$ cat src/pkg/cvl_pkg.sv
// constants and types of the counter value capture unit
// assumes a 32-bit axi4-lite register bus and one 200 MHz clock
package cvl_pkg;

    // register byte offsets
    localparam logic [7:0] CVL_CONTROL_OFFSET = 8'h00;
    localparam logic [7:0] CVL_STATUS_OFFSET  = 8'h04;
    localparam logic [7:0] CVL_RESULT1_OFFSET = 8'h08;
    localparam logic [7:0] CVL_RESULT2_OFFSET = 8'h0c;

    // control register field positions
    localparam int CVL_INDEX_EN_BIT    = 0;
    localparam int CVL_EXT_RISE_EN_BIT = 1;
    localparam int CVL_EXT_FALL_EN_BIT = 2;
    localparam int CVL_CMB_RISE_EN_BIT = 3;
    localparam int CVL_CMB_FALL_EN_BIT = 4;
    localparam int CVL_EXT_CONT_BIT    = 5;
    localparam int CVL_CMB_CONT_BIT    = 6;
    localparam int CVL_LOCK_POL_LSB    = 8;
    localparam int CVL_LOCK_POL_W      = 2;

    // status register field positions
    localparam int CVL_INDEX_VALID_BIT = 0;
    localparam int CVL_EXT_VALID_BIT   = 1;
    localparam int CVL_CMB_VALID_BIT   = 2;
    localparam int CVL_EXT_LEVEL_BIT   = 3;
    localparam int CVL_CMB_LEVEL_BIT   = 4;
    localparam int CVL_LOCKED_BIT      = 5;

    // reset values
    localparam logic [31:0] CVL_RESULT_RESET = 32'h0000_0000;
    localparam logic [31:0] CVL_RDATA_RESET  = 32'h0000_0000;

    // axi response codes
    localparam logic [1:0] CVL_RESP_OKAY   = 2'h0;
    localparam logic [1:0] CVL_RESP_SLVERR = 2'h2;

    // pin synchroniser depth and pin index inside the edge bundle
    localparam int CVL_SYNC_STAGES = 3;
    localparam int CVL_PIN_EXT     = 0;
    localparam int CVL_PIN_CMB     = 1;
    localparam int CVL_PIN_COUNT   = 2;

    // count lock polarity on the combined input
    typedef enum logic [1:0] {
        CVL_LOCK_OFF  = 2'b00,
        CVL_LOCK_RISE = 2'b01,
        CVL_LOCK_FALL = 2'b10
    } cvl_lock_type;

endpackage

$ cat src/pkg/cvl_edge_if.sv
// filtered levels and one-cycle edge pulses of the capture pins
// assumes producer and consumer share one clock
`timescale 1ns/100ps
interface cvl_edge_if #(
    parameter int PINS = 2
);
    logic [PINS-1:0] level; // filtered pin level
    logic [PINS-1:0] rise;  // one-cycle rising pulse
    logic [PINS-1:0] fall;  // one-cycle falling pulse

    modport source (output level, rise, fall);
    modport sink   (input  level, rise, fall);
endinterface

$ cat src/logic/cvl_edge_sync.sv
// three-stage pin synchroniser with edge detection, one lane per pin
// assumes asynchronous pins and a synchronous active-high reset
`timescale 1ns/100ps
module cvl_edge_sync
    import cvl_pkg::*;
#(
    parameter int PINS = 2
) (
    input  wire logic            clock,   // system clock
    input  wire logic            rst,     // synchronous reset
    input  wire logic [PINS-1:0] pin,     // raw pins
    cvl_edge_if.source           edges    // levels and pulses
);
    import cvl_pkg::*;

    typedef struct packed {
        logic [PINS-1:0] stage1;
        logic [PINS-1:0] stage2;
        logic [PINS-1:0] stage3;
        logic [PINS-1:0] level;
        logic [PINS-1:0] rise;
        logic [PINS-1:0] fall;
    } cvl_sync_state_type;

    cvl_sync_state_type s;
    cvl_sync_state_type next_s;

    // stage1 feeds only stage2; a change counts when stage2 and
    // stage3 agree, so one pin edge gives at most one pulse
    always_comb begin
        next_s        = s;
        next_s.stage1 = pin;
        next_s.stage2 = s.stage1;
        next_s.stage3 = s.stage2;
        next_s.rise   = '0;
        next_s.fall   = '0;
        for (int i = 0; i < PINS; i++) begin
            if (s.stage2[i] == s.stage3[i] && s.stage3[i] != s.level[i]) begin
                next_s.level[i] = s.stage3[i];
                next_s.rise[i]  = s.stage3[i];
                next_s.fall[i]  = ~s.stage3[i];
            end
        end
    end

    // register the whole lane state
    always_ff @(posedge clock) begin
        if (rst) begin
            s <= '0;
        end else begin
            s <= next_s;
        end
    end

    assign edges.level = s.level;
    assign edges.rise  = s.rise;
    assign edges.fall  = s.fall;

endmodule

$ cat src/logic/cvl_capture_unit.sv
// counter value capture unit with axi4-lite registers
// assumes count and index pulse come from logic on the same clock,
// the two capture pins are asynchronous
// What this block and its host do
// rising external edge captures into result one
// falling external edge captures into result one
// both enables: first external edge either polarity
// single shot: ignore edges until valid false
// continuous: every enabled external edge overwrites
// set external valid after storing
// external input level readable in status
// several armed commands: only first taken
// rearm only after all commands cleared
// continuous plus index: first event only
// rising combined edge captures into result two
// falling combined edge captures into result two
// both enables: first combined edge either polarity
// single shot: ignore combined edges until valid false
// continuous: every enabled combined edge overwrites
// set combined valid after storing
// combined input level readable in status
// lock polarity: capture then block the count
// index pulse captures once, sets index valid
// index rearm needs enable and valid false
// host keeps continuous off for measurement
// host clears enables before next measurement
// synchronise pins, one capture per edge
// capture the count before a same-cycle update
`timescale 1ns/100ps
module cvl_capture_unit
    import cvl_pkg::*;
#(
    parameter int COUNT_W = 32,
    parameter int ADDR_W  = 8
) (
    input  wire logic               clock,          // 200 MHz clock
    input  wire logic               rst,            // synchronous reset
    input  wire logic [COUNT_W-1:0] count_value,    // running count
    input  wire logic               index_pulse,    // index pulse, in domain
    input  wire logic               ext_pin,        // external capture pin
    input  wire logic               cmb_pin,        // combined lock pin
    output logic                    count_lock,     // hold the counter
    input  wire logic [ADDR_W-1:0]  s_axi_awaddr,   // write address
    input  wire logic [2:0]         s_axi_awprot,   // unused protection
    input  wire logic               s_axi_awvalid,  // write address valid
    output logic                    s_axi_awready,  // write address ready
    input  wire logic [31:0]        s_axi_wdata,    // write data
    input  wire logic [3:0]         s_axi_wstrb,    // write byte enables
    input  wire logic               s_axi_wvalid,   // write data valid
    output logic                    s_axi_wready,   // write data ready
    output logic [1:0]              s_axi_bresp,    // write response
    output logic                    s_axi_bvalid,   // write response valid
    input  wire logic               s_axi_bready,   // write response ready
    input  wire logic [ADDR_W-1:0]  s_axi_araddr,   // read address
    input  wire logic [2:0]         s_axi_arprot,   // unused protection
    input  wire logic               s_axi_arvalid,  // read address valid
    output logic                    s_axi_arready,  // read address ready
    output logic [31:0]             s_axi_rdata,    // read data
    output logic [1:0]              s_axi_rresp,    // read response
    output logic                    s_axi_rvalid,   // read data valid
    input  wire logic               s_axi_rready    // read data ready
);
    import cvl_pkg::*;

    typedef struct packed {
        // bus side
        logic               awready;
        logic               wready;
        logic               bvalid;
        logic [1:0]         bresp;
        logic               arready;
        logic               rvalid;
        logic [1:0]         rresp;
        logic [31:0]        rdata;
        logic               aw_held;
        logic               w_held;
        logic [ADDR_W-1:0]  aw_addr;
        logic [31:0]        w_data;
        logic [3:0]         w_strb;
        // control fields written by software
        logic               index_en;
        logic               ext_rise_en;
        logic               ext_fall_en;
        logic               cmb_rise_en;
        logic               cmb_fall_en;
        logic               ext_cont;
        logic               cmb_cont;
        cvl_lock_type       lock_pol;
        // capture state
        logic               index_valid;
        logic               ext_valid;
        logic               cmb_valid;
        logic               first_done;
        logic               cmb_done;
        logic               locked;
        logic [COUNT_W-1:0] result1;
        logic [COUNT_W-1:0] result2;
    } cvl_state_type;

    cvl_state_type s;
    cvl_state_type next_s;

    cvl_edge_if #(.PINS(CVL_PIN_COUNT)) edges ();

    // both capture pins share one synchroniser bank
    cvl_edge_sync #(
        .PINS (CVL_PIN_COUNT)
    ) u_sync (
        .clock (clock),
        .rst   (rst),
        .pin   ({cmb_pin, ext_pin}),
        .edges (edges.source)
    );

    // decoded capture events
    logic ext_event;
    logic cmb_event;
    logic idx_event;
    logic lock_event;
    logic first_armed;
    logic cmb_armed;
    logic [31:0] status_word;
    logic [31:0] control_word;

    // an edge counts only on the polarity that is enabled
    always_comb begin
        ext_event = (s.ext_rise_en && edges.rise[CVL_PIN_EXT])
                 || (s.ext_fall_en && edges.fall[CVL_PIN_EXT]);
        cmb_event = (s.cmb_rise_en && edges.rise[CVL_PIN_CMB])
                 || (s.cmb_fall_en && edges.fall[CVL_PIN_CMB]);
        idx_event = s.index_en && index_pulse && !s.index_valid;
        lock_event = (s.lock_pol == CVL_LOCK_RISE && s.cmb_rise_en
                      && edges.rise[CVL_PIN_CMB])
                  || (s.lock_pol == CVL_LOCK_FALL && s.cmb_fall_en
                      && edges.fall[CVL_PIN_CMB]);
        first_armed = s.index_en || s.ext_rise_en || s.ext_fall_en;
        cmb_armed   = s.cmb_rise_en || s.cmb_fall_en;
    end

    // register images seen by the read path
    always_comb begin
        control_word = '0;
        control_word[CVL_INDEX_EN_BIT]    = s.index_en;
        control_word[CVL_EXT_RISE_EN_BIT] = s.ext_rise_en;
        control_word[CVL_EXT_FALL_EN_BIT] = s.ext_fall_en;
        control_word[CVL_CMB_RISE_EN_BIT] = s.cmb_rise_en;
        control_word[CVL_CMB_FALL_EN_BIT] = s.cmb_fall_en;
        control_word[CVL_EXT_CONT_BIT]    = s.ext_cont;
        control_word[CVL_CMB_CONT_BIT]    = s.cmb_cont;
        control_word[CVL_LOCK_POL_LSB +: CVL_LOCK_POL_W] = s.lock_pol;
        status_word = '0;
        status_word[CVL_INDEX_VALID_BIT] = s.index_valid;
        status_word[CVL_EXT_VALID_BIT]   = s.ext_valid;
        status_word[CVL_CMB_VALID_BIT]   = s.cmb_valid;
        status_word[CVL_EXT_LEVEL_BIT]   = edges.level[CVL_PIN_EXT];
        status_word[CVL_CMB_LEVEL_BIT]   = edges.level[CVL_PIN_CMB];
        status_word[CVL_LOCKED_BIT]      = s.locked;
    end

    // next state of bus, control and capture logic
    always_comb begin
        next_s = s;

        // write address and data are taken in either order
        if (s_axi_awvalid && s.awready) begin
            next_s.aw_held = 1'b1;
            next_s.aw_addr = s_axi_awaddr;
        end
        if (s_axi_wvalid && s.wready) begin
            next_s.w_held = 1'b1;
            next_s.w_data = s_axi_wdata;
            next_s.w_strb = s_axi_wstrb;
        end
        if (s_axi_bvalid && s_axi_bready) begin
            next_s.bvalid = 1'b0;
        end

        // perform the write once both halves are held
        if (s.aw_held && s.w_held && !s.bvalid) begin
            next_s.aw_held = 1'b0;
            next_s.w_held  = 1'b0;
            next_s.bvalid  = 1'b1;
            next_s.bresp   = CVL_RESP_OKAY;
            if (s.aw_addr == ADDR_W'(CVL_CONTROL_OFFSET)) begin
                if (s.w_strb[0]) begin
                    next_s.index_en    = s.w_data[CVL_INDEX_EN_BIT];
                    next_s.ext_rise_en = s.w_data[CVL_EXT_RISE_EN_BIT];
                    next_s.ext_fall_en = s.w_data[CVL_EXT_FALL_EN_BIT];
                    next_s.cmb_rise_en = s.w_data[CVL_CMB_RISE_EN_BIT];
                    next_s.cmb_fall_en = s.w_data[CVL_CMB_FALL_EN_BIT];
                    next_s.ext_cont    = s.w_data[CVL_EXT_CONT_BIT];
                    next_s.cmb_cont    = s.w_data[CVL_CMB_CONT_BIT];
                end
                if (s.w_strb[1]) begin
                    next_s.lock_pol = cvl_lock_type'(
                        s.w_data[CVL_LOCK_POL_LSB +: CVL_LOCK_POL_W]);
                end
            end else if (s.aw_addr == ADDR_W'(CVL_STATUS_OFFSET)
                      || s.aw_addr == ADDR_W'(CVL_RESULT1_OFFSET)
                      || s.aw_addr == ADDR_W'(CVL_RESULT2_OFFSET)) begin
                next_s.bresp = CVL_RESP_OKAY; // read-only, write ignored
            end else begin
                next_s.bresp = CVL_RESP_SLVERR;
            end
        end

        // read path: one read at a time, data sampled at the handshake
        if (s_axi_rvalid && s_axi_rready) begin
            next_s.rvalid = 1'b0;
        end
        if (s_axi_arvalid && s.arready) begin
            next_s.rvalid = 1'b1;
            next_s.rresp  = CVL_RESP_OKAY;
            if (s_axi_araddr == ADDR_W'(CVL_CONTROL_OFFSET)) begin
                next_s.rdata = control_word;
            end else if (s_axi_araddr == ADDR_W'(CVL_STATUS_OFFSET)) begin
                next_s.rdata = status_word;
            end else if (s_axi_araddr == ADDR_W'(CVL_RESULT1_OFFSET)) begin
                next_s.rdata = 32'(s.result1);
            end else if (s_axi_araddr == ADDR_W'(CVL_RESULT2_OFFSET)) begin
                next_s.rdata = 32'(s.result2);
            end else begin
                next_s.rdata = CVL_RDATA_RESET;
                next_s.rresp = CVL_RESP_SLVERR;
            end
        end

        // valid flags fall only with their enables; a capture that
        // lands in the same cycle still sets them, the set wins
        if (!s.ext_rise_en && !s.ext_fall_en) begin
            next_s.ext_valid = 1'b0;
        end
        if (!s.index_en) begin
            next_s.index_valid = 1'b0;
        end
        if (!first_armed) begin
            next_s.first_done = 1'b0;
        end
        if (!cmb_armed) begin
            next_s.cmb_valid = 1'b0;
            next_s.cmb_done  = 1'b0;
        end

        // first result: only the first armed event is taken, except with external
        // continuous and index off; the external edge wins a tie with the index pulse
        if (!s.first_done) begin
            if (ext_event && (s.ext_cont || !s.ext_valid)) begin
                next_s.result1   = count_value;
                next_s.ext_valid = 1'b1;
                // continuous alone keeps going, anything else stops
                if (!s.ext_cont || s.index_en) begin
                    next_s.first_done = 1'b1;
                end else begin
                    next_s.first_done = 1'b0;
                end
            end else if (idx_event) begin
                next_s.result1     = count_value;
                next_s.index_valid = 1'b1;
                next_s.first_done  = 1'b1;
            end
        end

        // second result from the combined input
        if (!s.cmb_done && cmb_event
            && (s.cmb_cont || !s.cmb_valid)) begin
            next_s.result2   = count_value;
            next_s.cmb_valid = 1'b1;
            next_s.cmb_done  = !s.cmb_cont;
        end

        // count lock: capture first, then hold the counter until
        // software drops the polarity or both combined enables
        // polarity code 3 counts as off, like 0
        if ((s.lock_pol != CVL_LOCK_RISE && s.lock_pol != CVL_LOCK_FALL)
            || !cmb_armed) begin
            next_s.locked = 1'b0;
        end
        if (lock_event && !s.cmb_done) begin
            next_s.locked = 1'b1;
        end

        // each ready only while its own half is not held and its own response is not waiting to drain
        next_s.awready = !next_s.aw_held && !next_s.bvalid;
        next_s.wready  = !next_s.w_held && !next_s.bvalid;
        next_s.arready = !next_s.rvalid;
    end

    // reset leaves every capture disarmed and the bus idle
    always_ff @(posedge clock) begin
        if (rst) begin
            s         <= '0;
            s.awready <= 1'b1;
            s.wready  <= 1'b1;
            s.arready <= 1'b1;
            s.result1 <= COUNT_W'(CVL_RESULT_RESET);
            s.result2 <= COUNT_W'(CVL_RESULT_RESET);
            s.lock_pol <= CVL_LOCK_OFF;
        end else begin
            s <= next_s;
        end
    end

    // all outputs come straight from the state register
    assign count_lock    = s.locked;
    assign s_axi_awready = s.awready;
    assign s_axi_wready  = s.wready;
    assign s_axi_bvalid  = s.bvalid;
    assign s_axi_bresp   = s.bresp;
    assign s_axi_arready = s.arready;
    assign s_axi_rvalid  = s.rvalid;
    assign s_axi_rdata   = s.rdata;
    assign s_axi_rresp   = s.rresp;

endmodule

$ cat config.mk
export PLATFORM = sky130hd
export DESIGN_NAME = cvl_capture_unit
export DESIGN_NICKNAME = d
export VERILOG_FILES = /design/src/pkg/cvl_pkg.sv /design/src/pkg/cvl_edge_if.sv /design/src/logic/cvl_edge_sync.sv /design/src/logic/cvl_capture_unit.sv
export SDC_FILE = /design/constraint.sdc
export NUM_CORES = 1
export LEC_CHECK = 0
export ABC_CLOCK_PERIOD_IN_PS = 3390
export BUFFER_PORTS_ARGS = -buffer_cell sky130_fd_sc_hd__buf_4
export CAP_MARGIN = 10
export CORE_MARGIN = 5
export CORE_UTILIZATION = 44
export DETAILED_ROUTE_END_ITERATION = 6
export GPL_TIMING_DRIVEN = 0
export PLACE_DENSITY = 0.74
export SLEW_MARGIN = 10
export SYNTH_ARGS = -nofsm -noshare
export SYNTH_HDL_FRONTEND = slang
export SYNTH_SLANG_ARGS = --single-unit
$ cat constraint.sdc
create_clock -name clock -period 3.39 [get_ports clock]
set_input_delay 0.339 -clock clock [delete_from_list [all_inputs] [get_ports clock]]
set_output_delay 0.339 -clock clock [all_outputs]
set_load 0.05 [all_outputs]
==> results.md <==
* Outcome: complete, no violations
* Ports at roughly 140
* Most frequent cells in the layout: dfxtp_1, buf_4, nand2b_1
* Commonest non-fill, non-tap cell in the layout: dfxtp_1
* Post-synth EDFFs at 0
* Gate Count Post-Synth at 733
* IO Port Bufs at approximately 110
* Final wirelength at 17600 um
* HP Class: in -> reg
* Pre-CTS setup slack at 0.947 ns
* RSZ-0062 raised after global routing: false
* Initial antenna violation count at 0
* Final ANT Viol Nets at 0
* Post-synth ARST share at 0%
* Vias in the first global route at 5583
* Worst-path clk slew at 0.06 ns
* Area growth, synth to finish at 25.4%
* Max-slew violations at 0
* R2R depth at 4
* Max FO, Critical Path at 10
* Relative slew slack at 49.3%
* Fin. Hold Viols at 0
* Worst path most repeated cell: clkbuf_1
* Final Instance Count excl. Fillers at 1060
* Vias per inst at approximately 5.4
* CP Capture Point: s[31]$_SDFFE_PP0P_
* Share of cells above drive strength 1 at between 20 and 25%
* Deepest clock path buffer count at 2
* Setup repair bufs after CTS at 0
* Placed Cells at 1028
* Power density cells at slightly above 500 nW/um^2
* Max Cap Viol at 0
* DR pass1 iterations at 5
* Worst r2r src: control_word[1]$_SDFFE_PP0P_
* Setup-failing EPs final at 0
* Vias at 5716
* CTS Sinks at roughly 150
* CP Launch Point: rst
* Crit path launch type: input pin
* Fin Setup TNS at 0 ns
* Worst Path Arrival at 2.30 ns
* Least-Margin Pin Slew at 0.755 ns
* DRC at 0
* Max Clk Rate at 498 MHz
* Crit-path cells: clkbuf_1, clkbuf_1, clkbuf_1, buf_1, a21oi_1
* Largest net degree at the start of global routing at 17
* Initial core utilization at 44.4%
* Worst-skew pair later-pin latency at between 0.4 and 0.5 ns
* Row cnt at 45
* GRT Overall Usage at roughly 20%
* Total core area at 15000 um^2
* Reg2Reg Setup Slack at 1.45 ns
* Antenna cells at 0
* Fin crit period at 2.01 ns
* RR Endpoint: s[63]$_SDFFE_PP0P_
* Fin crit share at between 50% and 60%
* CP endpoint kind: flop
* Die area at 17700 um^2
* First-pass GRT wire length at 28600 um
* Clock skew at 0.00601 ns
* Largest stage delay, worst path at approximately 0.54 ns
* CTS Hold Buffers Added at 0
* Syn avg cell area at 9.10 um^2
* Static leakage at 3.12 nW
* Detailed placement HPWL at 12500 um
* DR WL/cell at 16.6 um
* Netlist cell types at 48
* Filler cells at 1391
* DRT iter0 DRCs at 537
* Post-synthesis sequential area ratio at a little under half
* Synth Warn # at 0
* Clk root buf: clkbuf_16
* Critical path type: in -> reg
* Resized cells post-CTS at 0
* Nets@finish at 961
* Power Total at about 0.0042 W
* Post-Syn Area at 6670 um^2
* Die height at 133 um
* Worst endpoint required time at 3.68 ns
* VDD IR max at ~430 uV
* Die W at 133 um
* CTS tree: built
* Most common flop cell mapped by yosys: dfxtp_1
* Slowest stage cell, crit path: clkbuf_1
* Setup ws final at roughly 1.4 ns
* Grt total ovfl at 0
* H-tree Lvls at 4
* TritonCTS Buffers at 17
* Hold path depth at 2
* Gpl congestion at about 0.85
* Post-synthesis register bit count at 151
-- cells by family after synthesis --
family	Yosys count	synth area share, %
and+or+nand+nor	255	22.0
AOI/OAI and AO/OA	160	15.0
DFF	151	45.3
buffers and inverters	102	7.83
muxes	62	9.44
adders and majority gates	2	0.375
other	1	0.0562
-- layout make-up --
type / instances / area, um^2 / share of cell area [%]
buffer: 94 / 492 / 5.88
clock buffer: 20 / 467 / 5.58
clock inverter: 12 / 195 / 2.33
inverter: 8 / 30.0 / 0.359
multi-input combinational: 481 / 3130 / 37.4
sequential: 151 / 3020 / 36.1
tap: 188 / 235 / 2.81
timing repair buffer: 106 / 796 / 9.51
-- per-layer routing --
metal | track usage, % | wire, um | vias to the layer above
met2 | 31.6 | 8110 | 179
li1 | - | - | 2825
met5 | 0 | 0 | -
met4 | 8.40 | 435 | 0
met1 | 26.2 | 7910 | 2681
met3 | 5.25 | 1150 | 31
-- critical path: cells and delay by family --
kind | cells | cell delay [ns]
buf+inv | 4 | 1.86
compound gates | 1 | 0.09
-- state kept, by name (all words and copies together) (netlist names), 2 cells and up --
| signal | count |
|---|---|
| s | 90 |
| s_axi_rdata | 32 |
| control_word | 9 |
| u_sync.next_s | 4 |
| u_sync.edges.fall | 2 |
| u_sync.edges.level | 2 |
| u_sync.edges.rise | 2 |
| u_sync.s | 2 |
-- metrics by stage --
stage,util [%],hold slack (ns),area (um^2)
after floorplan,-,0.409,6670
after global placement,51.2,0.424,7700
after detailed placement,51.2,0.431,7700
after CTS,55.6,0.120,8360
after global routing,55.6,0.119,8360
final,55.6,0.124,8360
-- Yosys cell counts, types with 2 or more instances --
library cell	number	area, um^2
dfxtp_1	151	3020
nand2b_1	85	532
a21oi_1	69	345
nand2_1	66	248
mux2i_1	55	551
clkbuf_1	47	176
nand4_1	40	250
buf_4	36	270
o31ai_1	33	248
o21ai_0	22	110
a22oi_1	19	143
nand3_1	19	95.1
nor2b_1	9	56.3
buf_1	8	30.0
inv_1	8	30.0
mux2_2	7	78.8
a32o_1	6	60.1
nor2_1	5	18.8
nor3_1	5	25.0
and3b_1	4	35.0
and2_1	3	18.8
buf_2	3	15.0
a311oi_1	2	17.5
and3_1	2	12.5
ha_1	2	25.0
nor4_4	2	42.5
nor4b_1	2	17.5
o211ai_1	2	15.0
or3b_2	2	17.5
-- worst min path at each step --
stage,startpoint,endpoint,slack (ns)
5_1_grt,ext_pin,u_sync.next_s[8]$_SDFF_PP0_,0.12
3_5_place_dp,u_sync.s[7]$_SDFF_PP0_,u_sync.edges.fall[1]$_SDFF_PP0_,0.43
6_report,ext_pin,u_sync.next_s[8]$_SDFF_PP0_,0.12
2_1_floorplan,u_sync.s[6]$_SDFF_PP0_,u_sync.edges.fall[0]$_SDFF_PP0_,0.41
3_3_place_gp,u_sync.s[7]$_SDFF_PP0_,u_sync.edges.fall[1]$_SDFF_PP0_,0.42
4_1_cts,ext_pin,u_sync.next_s[8]$_SDFF_PP0_,0.12
-- power breakdown --
group          total (W)  leakage [nW]  switching, W  internal (W)
clock network    0.00211         0.327      0.000749       0.00136
logic           0.000301          1.57      0.000176      0.000125
registers        0.00182          1.22     0.0000178       0.00180
Note: power is estimated with default switching activity, not from simulation.
